### src/lsdc_pkg.sv
// Shared constants and types for the load shed and display controller.
package lsdc_pkg;
   // ----------------------------------------
   // Register map
   // ----------------------------------------
   localparam logic [7:0] LSDC_CTRL_OFS = 8'h00;
   localparam logic [7:0] LSDC_STATUS_OFS = 8'h04;
   localparam logic [7:0] LSDC_METER_OFS = 8'h08;
   localparam logic [7:0] LSDC_LEARN_OFS = 8'h10;
   localparam logic [7:0] LSDC_LEARN_END = 8'h24;
   localparam logic [31:0] LSDC_CTRL_RST = 32'h0000_0001;
   localparam int LSDC_CTRL_EM_BIT = 0;
   localparam logic [1:0] LSDC_OKAY = 2'h0;
   localparam logic [1:0] LSDC_SLVERR = 2'h2;
   // ----------------------------------------
   // Service ratings and loads
   // ----------------------------------------
   localparam logic [7:0] LSDC_GAS_AMPS = 8'h2d;
   localparam logic [7:0] LSDC_DIESEL_AMPS = 8'h3c;
   localparam logic [7:0] LSDC_SHORE30_AMPS = 8'h1e;
   localparam logic [7:0] LSDC_SHORE20_AMPS = 8'h14;
   localparam int LSDC_NUM_LOADS = 6;
   localparam logic [2:0] LSDC_LAST_IDX = 3'h5;
   localparam int LSDC_LED_GEN = 0;
   localparam int LSDC_LED_240 = 1;
   localparam int LSDC_LED_30 = 2;
   localparam int LSDC_LED_20 = 3;
   // ----------------------------------------
   // Timing
   // ----------------------------------------
   localparam longint LSDC_CLK_HZ = 100_000_000;
   localparam longint LSDC_MIN_OFF_S = 120;
   localparam longint LSDC_DEBOUNCE_MS = 20;
   localparam longint LSDC_HOLD_MS = 1000;
   localparam longint LSDC_SETTLE_MS = 500;
   localparam longint LSDC_MIN_OFF_CYC = LSDC_MIN_OFF_S * LSDC_CLK_HZ;
   localparam longint LSDC_DEBOUNCE_CYC = (LSDC_DEBOUNCE_MS * LSDC_CLK_HZ) / 1000;
   localparam longint LSDC_HOLD_CYC = (LSDC_HOLD_MS * LSDC_CLK_HZ) / 1000;
   localparam longint LSDC_SETTLE_CYC = (LSDC_SETTLE_MS * LSDC_CLK_HZ) / 1000;
   // ----------------------------------------
   // Types
   // ----------------------------------------
   typedef enum logic [3:0] {
      LSDC_SRC_NONE = 4'b0001,
      LSDC_SRC_GEN = 4'b0010,
      LSDC_SRC_240 = 4'b0100,
      LSDC_SRC_120 = 4'b1000
   } lsdc_src_t;
   typedef enum logic [1:0] {
      LSDC_SH_RUN = 2'b01,
      LSDC_SH_SETTLE = 2'b10
   } lsdc_shed_t;
endpackage : lsdc_pkg

### src/lsdc_top.sv
// Load shedding, service mode and display control with an AXI4-Lite slave.
//
// Design decisions made here: the placing of the registers and the AXI4-Lite register port.
`timescale 1ns/10ps
module lsdc_top
   import lsdc_pkg::*;
#(
   parameter longint MIN_OFF_CYC = LSDC_MIN_OFF_CYC,
   parameter longint DEBOUNCE_CYC = LSDC_DEBOUNCE_CYC,
   parameter longint HOLD_CYC = LSDC_HOLD_CYC,
   parameter longint SETTLE_CYC = LSDC_SETTLE_CYC
) (
   // Clock and reset
   input wire logic mclk,
   input wire logic rstn,
   // AXI4-Lite slave
   input wire logic [7:0] s_axi_awaddr,
   input wire logic s_axi_awvalid,
   output logic s_axi_awready,
   input wire logic [31:0] s_axi_wdata,
   input wire logic [3:0] s_axi_wstrb,
   input wire logic s_axi_wvalid,
   output logic s_axi_wready,
   output logic [1:0] s_axi_bresp,
   output logic s_axi_bvalid,
   input wire logic s_axi_bready,
   input wire logic [7:0] s_axi_araddr,
   input wire logic s_axi_arvalid,
   output logic s_axi_arready,
   output logic [31:0] s_axi_rdata,
   output logic [1:0] s_axi_rresp,
   output logic s_axi_rvalid,
   input wire logic s_axi_rready,
   // Source sensing and current
   input wire logic line_present,
   input wire logic line240_present,
   input wire logic gen_run,
   input wire logic [7:0] total_amps,
   // Jumpers, high when installed
   input wire logic generator_rating_jumper,
   input wire logic shed_order_select_first,
   input wire logic shed_order_select_second,
   input wire logic shed_order_select_third,
   // Panel
   input wire logic service_button,
   output logic [3:0] service_led,
   output logic [5:0] load_led,
   output logic [7:0] meter_amps,
   output logic meter_blank,
   // Relays
   output logic [3:0] line_relay,
   output logic [1:0] lowv_relay
);
   // ----------------------------------------
   // Functions
   // ----------------------------------------
   // Relay index (0..5) shed at position k of column col.
   function automatic logic [2:0] shed_relay(input logic [2:0] col, input logic [2:0] k);
      logic [17:0] t;
      t = 18'h0;
      case (col)
         3'h0: t = {3'd1, 3'd2, 3'd3, 3'd4, 3'd5, 3'd6};
         3'h1: t = {3'd1, 3'd2, 3'd3, 3'd5, 3'd6, 3'd4};
         3'h2: t = {3'd1, 3'd2, 3'd5, 3'd6, 3'd3, 3'd4};
         3'h3: t = {3'd1, 3'd5, 3'd6, 3'd2, 3'd3, 3'd4};
         3'h4: t = {3'd5, 3'd6, 3'd1, 3'd2, 3'd3, 3'd4};
         3'h5: t = {3'd1, 3'd2, 3'd3, 3'd5, 3'd4, 3'd6};
         3'h6: t = {3'd1, 3'd2, 3'd5, 3'd3, 3'd6, 3'd4};
         default: t = {3'd1, 3'd5, 3'd2, 3'd6, 3'd3, 3'd4};
      endcase
      shed_relay = 3'(t[3 * k +: 3] - 3'd1);
   endfunction : shed_relay
   // ----------------------------------------
   // Input synchronisers
   // ----------------------------------------
   logic [11:0] pin_s1_reg, pin_s2_reg;
   logic [7:0] amps_s1_reg, amps_reg;
   always_ff @(posedge mclk or negedge rstn) begin
      if (!rstn) begin
         pin_s1_reg <= 12'h000;
         pin_s2_reg <= 12'h000;
         amps_s1_reg <= 8'h00;
         amps_reg <= 8'h00;
      end else begin
         pin_s1_reg <= {4'h0, line_present, line240_present, gen_run, generator_rating_jumper,
                        shed_order_select_first, shed_order_select_second,
                        shed_order_select_third, service_button};
         pin_s2_reg <= pin_s1_reg;
         amps_s1_reg <= total_amps;
         amps_reg <= amps_s1_reg;
      end
   end
   logic btn_raw, gen_jp;
   logic [2:0] col;
   assign btn_raw = pin_s2_reg[0];
   assign col = ~pin_s2_reg[3:1];
   assign gen_jp = pin_s2_reg[4];
   // ----------------------------------------
   // Source detection and limit
   // ----------------------------------------
   lsdc_src_t src;
   logic [7:0] limit;
   logic thr20_reg, em_en_reg, tgl;
   lsdc_src_t src_reg;
   always_comb begin
      if (pin_s2_reg[5]) begin
         src = LSDC_SRC_GEN;
      end else if (pin_s2_reg[6]) begin
         src = LSDC_SRC_240;
      end else if (pin_s2_reg[7]) begin
         src = LSDC_SRC_120;
      end else begin
         src = LSDC_SRC_NONE;
      end
   end
   always_comb begin
      if (src == LSDC_SRC_GEN) begin
         limit = gen_jp ? LSDC_GAS_AMPS : LSDC_DIESEL_AMPS;
      end else begin
         limit = thr20_reg ? LSDC_SHORE20_AMPS : LSDC_SHORE30_AMPS;
      end
   end
   always_ff @(posedge mclk or negedge rstn) begin
      if (!rstn) begin
         src_reg <= LSDC_SRC_NONE;
         thr20_reg <= 1'b0;
      end else begin
         src_reg <= src;
         if (src == LSDC_SRC_120 && src_reg != LSDC_SRC_120) begin
            thr20_reg <= 1'b0;
         end else if (tgl) begin
            thr20_reg <= ~thr20_reg;
         end
      end
   end
   // ----------------------------------------
   // Button debounce, press and hold
   // ----------------------------------------
   logic btn_db_reg, hold_ok_reg, held_reg;
   logic [39:0] db_cnt_reg, hold_cnt_reg;
   logic press, release_ev, hold_fire;
   logic disp_reg;
   logic [2:0] idx_reg;
   always_ff @(posedge mclk or negedge rstn) begin
      if (!rstn) begin
         btn_db_reg <= 1'b0;
         db_cnt_reg <= 40'h0;
      end else if (btn_raw == btn_db_reg) begin
         db_cnt_reg <= 40'h0;
      end else if (db_cnt_reg >= 40'(DEBOUNCE_CYC - 1)) begin
         btn_db_reg <= btn_raw;
         db_cnt_reg <= 40'h0;
      end else begin
         db_cnt_reg <= db_cnt_reg + 40'h1;
      end
   end
   assign press = btn_raw && !btn_db_reg && db_cnt_reg >= 40'(DEBOUNCE_CYC - 1);
   assign release_ev = !btn_raw && btn_db_reg && db_cnt_reg >= 40'(DEBOUNCE_CYC - 1);
   assign hold_fire = btn_db_reg && hold_ok_reg && !held_reg
                      && hold_cnt_reg >= 40'(HOLD_CYC - 1);
   assign tgl = release_ev && hold_ok_reg && !held_reg && src == LSDC_SRC_120;
   always_ff @(posedge mclk or negedge rstn) begin
      if (!rstn) begin
         hold_ok_reg <= 1'b0;
         held_reg <= 1'b0;
         hold_cnt_reg <= 40'h0;
      end else if (press) begin
         hold_ok_reg <= !disp_reg;
         held_reg <= 1'b0;
         hold_cnt_reg <= 40'h0;
      end else if (btn_db_reg) begin
         hold_cnt_reg <= hold_cnt_reg + 40'h1;
         if (hold_fire) begin
            held_reg <= 1'b1;
         end
      end else begin
         hold_ok_reg <= 1'b0;
      end
   end
   // ----------------------------------------
   // Stored value display
   // ----------------------------------------
   always_ff @(posedge mclk or negedge rstn) begin
      if (!rstn) begin
         disp_reg <= 1'b0;
         idx_reg <= 3'h0;
      end else if (hold_fire) begin
         disp_reg <= 1'b1;
         idx_reg <= 3'h0;
      end else if (press && disp_reg) begin
         if (idx_reg == LSDC_LAST_IDX) begin
            disp_reg <= 1'b0;
         end else begin
            idx_reg <= idx_reg + 3'h1;
         end
      end
   end
   // ----------------------------------------
   // Shedding and restoring
   // ----------------------------------------
   // The column is read live; moving a jumper while loads are shed is not supported.
   lsdc_shed_t sh_reg;
   logic [5:0] relay_on_reg;
   logic [2:0] depth_reg, victim_reg;
   logic [7:0] pre_reg;
   logic [7:0] learned_reg [LSDC_NUM_LOADS];
   logic [39:0] settle_reg, off_reg;
   logic em_act, shed_go, restore_go;
   logic [2:0] top_relay, next_relay;
   assign em_act = em_en_reg && (src == LSDC_SRC_GEN || src == LSDC_SRC_120);
   assign next_relay = shed_relay(col, depth_reg);
   assign top_relay = shed_relay(col, 3'(depth_reg - 3'h1));
   assign shed_go = em_act && sh_reg == LSDC_SH_RUN && amps_reg > limit
                    && depth_reg < 3'(LSDC_NUM_LOADS);
   assign restore_go = em_act && sh_reg == LSDC_SH_RUN && !shed_go && depth_reg != 3'h0
                       && off_reg == 40'h0 && amps_reg < limit
                       && 8'(limit - amps_reg) >= learned_reg[top_relay];
   always_ff @(posedge mclk or negedge rstn) begin
      if (!rstn) begin
         sh_reg <= LSDC_SH_RUN;
         relay_on_reg <= 6'h00;
         depth_reg <= 3'h0;
         victim_reg <= 3'h0;
         pre_reg <= 8'h00;
         settle_reg <= 40'h0;
         off_reg <= 40'h0;
         for (int i = 0; i < LSDC_NUM_LOADS; i++) begin
            learned_reg[i] <= 8'h00;
         end
      end else if (!em_act) begin
         // 240 V service or management disabled: every load on; no power: all off.
         sh_reg <= LSDC_SH_RUN;
         relay_on_reg <= (src == LSDC_SRC_NONE) ? 6'h00 : 6'h3f;
         depth_reg <= 3'h0;
         off_reg <= 40'h0;
      end else begin
         if (off_reg != 40'h0) begin
            off_reg <= off_reg - 40'h1;
         end
         case (sh_reg)
            LSDC_SH_RUN: begin
               if (shed_go) begin
                  relay_on_reg[next_relay] <= 1'b0;
                  victim_reg <= next_relay;
                  pre_reg <= amps_reg;
                  depth_reg <= depth_reg + 3'h1;
                  settle_reg <= 40'h0;
                  sh_reg <= LSDC_SH_SETTLE;
               end else if (restore_go) begin
                  relay_on_reg[top_relay] <= 1'b1;
                  depth_reg <= depth_reg - 3'h1;
               end else if (depth_reg == 3'h0) begin
                  relay_on_reg <= 6'h3f;
               end
            end
            LSDC_SH_SETTLE: begin
               // The drop is measured only after the sensor has settled.
               if (settle_reg >= 40'(SETTLE_CYC - 1)) begin
                  learned_reg[victim_reg] <= (pre_reg > amps_reg) ? 8'(pre_reg - amps_reg)
                                                                  : 8'h00;
                  off_reg <= 40'(MIN_OFF_CYC);
                  sh_reg <= LSDC_SH_RUN;
               end else begin
                  settle_reg <= settle_reg + 40'h1;
               end
            end
            default: sh_reg <= LSDC_SH_RUN;
         endcase
      end
   end
   assign line_relay = relay_on_reg[3:0];
   assign lowv_relay = relay_on_reg[5:4];
   // ----------------------------------------
   // Indicators and meter
   // ----------------------------------------
   logic [3:0] svc_reg;
   logic [5:0] led_reg;
   logic [7:0] meter_reg;
   logic blank_reg;
   always_ff @(posedge mclk or negedge rstn) begin
      if (!rstn) begin
         svc_reg <= 4'h0;
         led_reg <= 6'h00;
         meter_reg <= 8'h00;
         blank_reg <= 1'b1;
      end else begin
         svc_reg[LSDC_LED_GEN] <= src == LSDC_SRC_GEN;
         svc_reg[LSDC_LED_240] <= src == LSDC_SRC_240;
         svc_reg[LSDC_LED_30] <= src == LSDC_SRC_120 && !thr20_reg;
         svc_reg[LSDC_LED_20] <= src == LSDC_SRC_120 && thr20_reg;
         led_reg <= disp_reg ? 6'(6'h01 << idx_reg) : relay_on_reg;
         meter_reg <= disp_reg ? learned_reg[idx_reg] : amps_reg;
         blank_reg <= !disp_reg && (src == LSDC_SRC_240 || src == LSDC_SRC_NONE);
      end
   end
   assign service_led = svc_reg;
   assign load_led = led_reg;
   assign meter_amps = meter_reg;
   assign meter_blank = blank_reg;
   // ----------------------------------------
   // AXI4-Lite slave
   // ----------------------------------------
   logic aw_got_reg, w_got_reg, bvalid_reg, rvalid_reg;
   logic [7:0] awaddr_reg;
   logic [31:0] wdata_reg, rdata_reg;
   logic [3:0] wstrb_reg;
   logic [1:0] bresp_reg, rresp_reg;
   assign s_axi_awready = !aw_got_reg && !bvalid_reg;
   assign s_axi_wready = !w_got_reg && !bvalid_reg;
   assign s_axi_arready = !rvalid_reg;
   assign s_axi_bvalid = bvalid_reg;
   assign s_axi_bresp = bresp_reg;
   assign s_axi_rvalid = rvalid_reg;
   assign s_axi_rdata = rdata_reg;
   assign s_axi_rresp = rresp_reg;
   always_ff @(posedge mclk or negedge rstn) begin
      if (!rstn) begin
         aw_got_reg <= 1'b0;
         w_got_reg <= 1'b0;
         bvalid_reg <= 1'b0;
         bresp_reg <= LSDC_OKAY;
         awaddr_reg <= 8'h00;
         wdata_reg <= 32'h0;
         wstrb_reg <= 4'h0;
         em_en_reg <= LSDC_CTRL_RST[LSDC_CTRL_EM_BIT];
      end else begin
         if (s_axi_awvalid && s_axi_awready) begin
            aw_got_reg <= 1'b1;
            awaddr_reg <= s_axi_awaddr;
         end
         if (s_axi_wvalid && s_axi_wready) begin
            w_got_reg <= 1'b1;
            wdata_reg <= s_axi_wdata;
            wstrb_reg <= s_axi_wstrb;
         end
         if (aw_got_reg && w_got_reg) begin
            aw_got_reg <= 1'b0;
            w_got_reg <= 1'b0;
            bvalid_reg <= 1'b1;
            if (awaddr_reg[7:2] == LSDC_CTRL_OFS[7:2]) begin
               bresp_reg <= LSDC_OKAY;
               if (wstrb_reg[0]) begin
                  em_en_reg <= wdata_reg[LSDC_CTRL_EM_BIT];
               end
            end else begin
               bresp_reg <= LSDC_SLVERR;
            end
         end else if (s_axi_bready) begin
            bvalid_reg <= 1'b0;
         end
      end
   end
   always_ff @(posedge mclk or negedge rstn) begin
      if (!rstn) begin
         rvalid_reg <= 1'b0;
         rdata_reg <= 32'h0;
         rresp_reg <= LSDC_OKAY;
      end else if (s_axi_arvalid && s_axi_arready) begin
         rvalid_reg <= 1'b1;
         rresp_reg <= LSDC_OKAY;
         if (s_axi_araddr[7:2] == LSDC_CTRL_OFS[7:2]) begin
            rdata_reg <= {31'h0, em_en_reg};
         end else if (s_axi_araddr[7:2] == LSDC_STATUS_OFS[7:2]) begin
            rdata_reg <= {14'h0, depth_reg, col, relay_on_reg, disp_reg, thr20_reg, src};
         end else if (s_axi_araddr[7:2] == LSDC_METER_OFS[7:2]) begin
            rdata_reg <= {16'h0, limit, amps_reg};
         end else if (s_axi_araddr >= LSDC_LEARN_OFS
                      && s_axi_araddr <= LSDC_LEARN_END + 8'h3) begin
            rdata_reg <= {24'h0, learned_reg[3'(s_axi_araddr[4:2] - LSDC_LEARN_OFS[4:2])]};
         end else begin
            rdata_reg <= 32'h0;
            rresp_reg <= LSDC_SLVERR;
         end
      end else if (s_axi_rready) begin
         rvalid_reg <= 1'b0;
      end
   end
endmodule : lsdc_top

### config.mk
export PLATFORM = sky130hd
export DESIGN_NAME = lsdc_top
export DESIGN_NICKNAME = d
export VERILOG_FILES = /design/src/lsdc_pkg.sv /design/src/lsdc_top.sv
export SDC_FILE = /design/constraint.sdc
export NUM_CORES = 1
export LEC_CHECK = 0
export BUFFER_PORTS_ARGS = -buffer_cell sky130_fd_sc_hd__buf_2
export CORE_MARGIN = 2
export CORE_UTILIZATION = 60
export DETAILED_ROUTE_END_ITERATION = 16
export HOLD_SLACK_MARGIN = 0.08
export PLACE_DENSITY = 0.85
export RECOVER_POWER = 50
export SLEW_MARGIN = 20
export SYNTH_ARGS = -nofsm -noshare
export SYNTH_HDL_FRONTEND = slang
export SYNTH_SLANG_ARGS = --single-unit
export TNS_END_PERCENT = 5
### constraint.sdc
create_clock -name mclk -period 5.8 [get_ports mclk]
set_input_delay 0 -clock mclk [delete_from_list [all_inputs] [get_ports mclk]]
set_output_delay 0 -clock mclk [all_outputs]
set_load 0.05 [all_outputs]
* Yosys cells after proc, flatten, opt, wreduce, memory -nomap -nowiden
Cells that the tools add are included.
Widths: inputs -> output; s select.
** Word-level totals
- Output and inout port bits :: 66
- Register bits :: 344
- Bits of input ports :: 75
** Operators by class
- Multipliers :: 2
- Eq/ne operators :: 26
- Mux-type cells :: 81
- Bitwise logic cells :: 10
- Reductions and logical operators :: 74
- Magnitude comparators :: 19
- Shift-type cells :: 3
- $add $sub $neg :: 12
** Operator list (count)
- $mux 40 :: 10
- $pmux 18 s7 :: 1
- $add 40x1->40 const B :: 3
- $mux 8 :: 10
- $pmux 40 s2 :: 1
- $bmux 8 s3 :: 3
- $bwmux 48 :: 1
- $mux 6 :: 8
- $ge 40x21->1 const B :: 1
- $ge 40x26->1 const B :: 1
- $ge 40x27->1 const B :: 1
- $logic_not 40->1 :: 1
- $reduce_bool 40->1 :: 1
- $sub 40x1->40 const B :: 1
- $mux 18 :: 2
- $shiftx 18x6->3 :: 2
- $logic_and 1x1->1 :: 34
- $demux 8 s3 :: 1
- $mux 3 :: 7
- $mux 1 :: 20
- $reduce_bool 2->1 :: 10
- $ge 4x4->1 const B :: 4
- $gt 8x8->1 :: 2
- $mux 16 :: 1
- 51 further kinds :: 101

* Depth between registers and ports, before layout
- Depth in word-level cells :: 19
- Mapped depth :: 21
- Gate-level depth less buffers :: 17

* Least setup slack after synthesis
No wires, ideal clock.
- Path type :: reg-to-reg
- From :: register depth_reg[1]
- To :: register relay_on_reg[2]
- Cell stages (with the launch flop) :: 21
- Slack :: 1.197 ns
- Required time :: 5.674 ns
- Period minus slack after synthesis :: 4.603 ns
- Path buffers :: 4
- Arrival time :: 4.477 ns
- Cell sequence :: dfrtp_1 -> clkbuf_1 -> inv_1 -> ha_1 -> clkbuf_1 -> nor2_1 -> a2111o_1 -> a31o_2 -> clkbuf_1 -> nor2_1 -> a22oi_1 -> a21o_1 -> ha_1 -> o21a_1 -> o221ai_1 -> nor4_1 -> a21boi_0 -> and2_1 -> buf_4 -> nor3_1 -> o32a_1
** On the way
- Cells in the longest elaborated chain, start to end :: 14
- Elaborated cells between the ends (all ways) :: 41
- Those cells by class :: 3 x add/sub; 2 x mul; 6 x order compare; 1 x eq/ne; 2 x shift; 11 x mux; 4 x bitwise; 12 x reduce/logical
** RTL lines
- from (decl) :: line lsdc_top.sv:204 : logic [2:0] depth_reg, victim_reg;
- from (signal assigned) :: line lsdc_top.sv:246 : depth_reg <= depth_reg + 3'h1;
- from (signal assigned) :: line lsdc_top.sv:251 : depth_reg <= depth_reg - 3'h1;
- $sub 3x1->3 :: line lsdc_top.sv:212 : assign top_relay = shed_relay(col, 3'(depth_reg - 3'h1));
- $mul 2x3->5 :: line lsdc_top.sv:71 : shed_relay = 3'(t[3 * k +: 3] - 3'd1);
- $shiftx 18x6->3 :: line lsdc_top.sv:71
- $sub 3x1->3 :: line lsdc_top.sv:71
- $not 3->4 (implied by the code) :: line lsdc_top.sv:217 : && 8'(limit - amps_reg) >= learned_reg[top_relay];
- $bmux 8 s3 :: line lsdc_top.sv:217
- $mux 8 (implied by the code) (2 in a row) :: line lsdc_top.sv:217
- $ge 8x8->1 :: line lsdc_top.sv:217
- $logic_and 1x1->1 :: line lsdc_top.sv:217
- $mux 6 :: line lsdc_top.sv:249 : end else if (restore_go) begin
- $mux 6 :: line lsdc_top.sv:242 : if (shed_go) begin
- $mux 6 :: line lsdc_top.sv:240 : case (sh_reg)
- $mux 6 :: line lsdc_top.sv:230 : end else if (!em_act) begin
- to (signal assigned) :: line lsdc_top.sv:233 : relay_on_reg <= (src == LSDC_SRC_NONE) ? 6'h00 : 6'h3f;
- to (decl) :: line lsdc_top.sv:203 : logic [5:0] relay_on_reg;
Several ways; a longest one is shown, not always the timed one. The select of a mux whose other input is x is not followed.
A chain may end at the register's enable or synchronous reset.

* Worst setup path after layout
- From :: register depth_reg[0]
- To :: register relay_on_reg[2]
The elaborated chain is that of the path after synthesis.

==> metrics.md <==
| Metric | Value |
|---|---|
| Drt initial violations | ~1100 |
| Total power | 5570 µW |
| Global route total overflow | 0 |
| CP Capture Type | register |
| Final std cell area, no fill | approximately 19000 µm² |
| Synth top area cells | dfrtp_1 (49%), mux2_2 (5.8%), nor2_1 (4.8%), xnor2_1 (4.5%), ha_1 (2.8%) |
| Xor/xnor share of the synthesized area | 0.0703 |
| Post-synth ARST share | 1.00 |
| Sequential-to-total area share from yosys stat | 0.500 |
| CTS tree | built |
| Cells after synthesis | 1570 |
| Largest family of logic cells by synthesized area | simple AND/OR/NAND/NOR gates |
| Clock insertion delay at the later pin of the skew report | about 520 ps |
| Number of flip-flops under the largest register name | 48 |
| Via count | 12600 |
| DRC viols | 0 |
| Largest vdd supply drop | 0.298 mV |
| Grt met1 use | 0.386 |
| Ports | roughly 140 |
| Placed cell count | 1965 |
| Initial antenna violation count | 0 |
| Die width | approximately 170 µm |
| Commonest cells after routing, fill and taps aside | dfrtp_1 (322), nor2_1 (206), nand2_1 (104) |
| Slowest CP cell | dfrtp_1 |
| # diodes | 0 |
| Largest net degree at the start of global routing | 194 |
| Drt pass-1 iters | 5 |
| Share of layout cells above drive strength 1 | 0.135 |
| Clock tree sinks | 326 |
| Detail Route Antenna Nets | 0 |
| Post-synthesis cell type with the largest combined area | dfrtp_1 |
| Max Freq | 0.189 GHz |
| Number of global-route vias before repair | ~13000 |
| Post-synthesis compound-gate area fraction | 0.109 |
| Busiest grt layer | met2 |
| RSZ-0062 raised after global routing | false |
| Die area | 28500 µm² |
| Clk root buf | clkbuf_16 |
| Post-Route WL | 39900 µm |
| Total CTS buffers | 34 |
| Tcrit/Tclk final | 0.912 |
| # setup viols final | 0 |
| RePlAce Congestion | 0.928 |
| Post-cts sizing count | 0 |
| Gr usage total | 0.288 |
| Final Non-Filler Cells | 2063 |
| Cell row count | 60 |
| Yosys warns | 0 |
| CP Launch Type | register |
| Crit-path cells | clkinv_1 > ha_1 > nand2b_1 > a21boi_0 > a2111o_1 > a31o_2 > nor2_1 > buf_4 > a22oi_1 > a21o_1 > ha_1 > o21a_1 > o221ai_1 > nor4_1 > a21boi_0 > and2_1 > nor3_1 > o32a_1 |
| MaxCap Viol Count | 1 |
| Syn Area/Cell | roughly 10 µm² |
| Cell area after placement | 17100 µm² |
| Adder-cell area share of the yosys netlist | 0.0307 |
| Nets | 1813 |
| Power Density | 299 nW/µm² |
| Post-DP HPWL | roughly 26000 µm |
| Setup TNS | 0 ps |
| Tightest Hold Check Type | in2reg |
| First-pass GRT wire length | 66000 µm |
| CORE AREA | roughly 27000 µm² |
| Clock transition at path regs | roughly 60 ps |
| Hold_ws | between 100 and 150 ps |
| Failing checks | max-capacitance violations, max-slew violations |
| Area grow syn2layout | 14.0% |
| DR WL/cell | roughly 19 µm |
| Clock Skews | ~24 ps |
| Critical Path Max Stage Delay | 640 ps |
| Outcome | finished, violations left |
| Min cycle time layout | 5290 ps |
| Leak Pwr | 0.00812 µW |
| Required @ worst endpoint | 6190 ps |
| Commonest non-fill, non-tap cell in the layout | dfrtp_1 |
| Simple-Gate Fraction of Synth Area | 0.172 |
| Mux cell area share after synthesis | 0.0831 |
| CTS Buffer Depth | 3 |
| GR met2 Demand/Resource | 0.470 |
| Port bufs | 86 |
| Vias per cell | 6.10 |
| Post-synthesis register bit count | around 330 |
| Worst setup path class | reg2reg |
| Final hold vios | 0 |
| Max-slew violation count | between 100 and 150 |
| Most used flip-flop cell after synthesis | dfrtp_1 |
| Worst-Margin Slew | roughly 3200 ps |
| Post-synth cell types | 83 |
| Die H | about 170 µm |
| Syn Std Cell Area | 16300 µm² |
| Htree depth | 2 |
| Post-synth EDFFs | 0 |
| Slew headroom | -1.16 |
| Initial Util | 0.609 |
| Met3 Usage GRT | 0.0538 |
| Critical path data arrival time | 5680 ps |
| CP max FO | 16 |
| Post-synth top area share | 0.494 |
[worst paths after layout]
check | start | to | slack, ps | depth (start not counted)
max | depth_reg[0]$_DFFE_PN0P_ | relay_on_reg[2]$_DFFE_PN0P_ | 510 | 18
min | gen_run | pin_s1_reg[5]$_DFF_PN0_ | 130 | 2
max reg2reg | depth_reg[0]$_DFFE_PN0P_ | relay_on_reg[2]$_DFFE_PN0P_ | 510 | 18
min reg2reg | pin_s1_reg[0]$_DFF_PN0_ | pin_s2_reg[0]$_DFF_PN0_ | 350 | 0
max in group asynchronous | rstn | hold_cnt_reg[19]$_DFFE_PN0P_ | 2650 | 4
min in group asynchronous | rstn | awaddr_reg[3]$_DFFE_PN0P_ | 1070 | 2
[Yosys cell counts (all sizes together), types with 4 or more instances]
cell,instances
xnor2,83
nor2b,13
a31oi,9
o21a,8
o31ai,7
a21o,9
nand3,48
a2111oi,4
and3,17
ha,36
buf,27
clkbuf,57
nand2b,13
nor4b,4
a21oi,58
or3,13
nor4,28
mux2i,5
nor3b,8
a21boi,6
and2,25
a22oi,19
nor3,34
inv,45
xor2,48
o211ai,5
a211oi,7
or4,7
or2,7
a221oi,19
a31o,5
nor2,208
nand4,21
nand2,104
o21ai,67
and4,10
a22o,7
dfstp,4
mux2,84
a221o,5
dfrtp,322
mux4,16
[routing by layer]
layer  vias to the layer above  part of all wire  wire [µm]
met5                         -                 0          0
met4                         0             0.037       1470
met2                       503              0.48      19000
li1                       5759                 -          -
met3                       108             0.073       2900
met1                      6212              0.41      16500
[final cells by class]
cell class                 instances  area, µm²
clock buffer                      48        995
clock inverter                    10        165
fill                            1907       8200
inverter                          47        176
multi-input combinational       1147       7750
sequential                       326       8160
tap                              341        427
timing repair buffer             144        928
[power breakdown]
group	switching, µW	internal, µW	total [µW]
registers	107	2400	2510
logic	549	246	795
clock network	888	1370	2260
total	1540	4020	5570
[what timing repair did]
item | CTS | global route
hold buffers | 39 | 0
buffers inserted | 0 | 0
endpoints found under the hold margin | 165 | 0
[stage by stage]
stage,worst slack (ps),utilization
after global routing,101,0.694
final,510,0.694
after CTS,658,0.696
after floorplan,1200,-
after global placement,847,0.638
after detailed placement,700,0.638
[critical path, delay by kind of cell (launching register included)]
family	cells	cell delay [ps]
fa+ha+maj	2	790
compound gates	9	2110
buf+inv	2	440
flops	1	640
simple gates	5	1180
[logic make-up after synthesis]
logic type      Yosys count
flops                   326
buf+inv                 131
xor+xnor                131
simple gates            571
mux                     105
fa+ha+maj                39
other cells               1
compound gates          266
(Power assumes the default switching activity.)
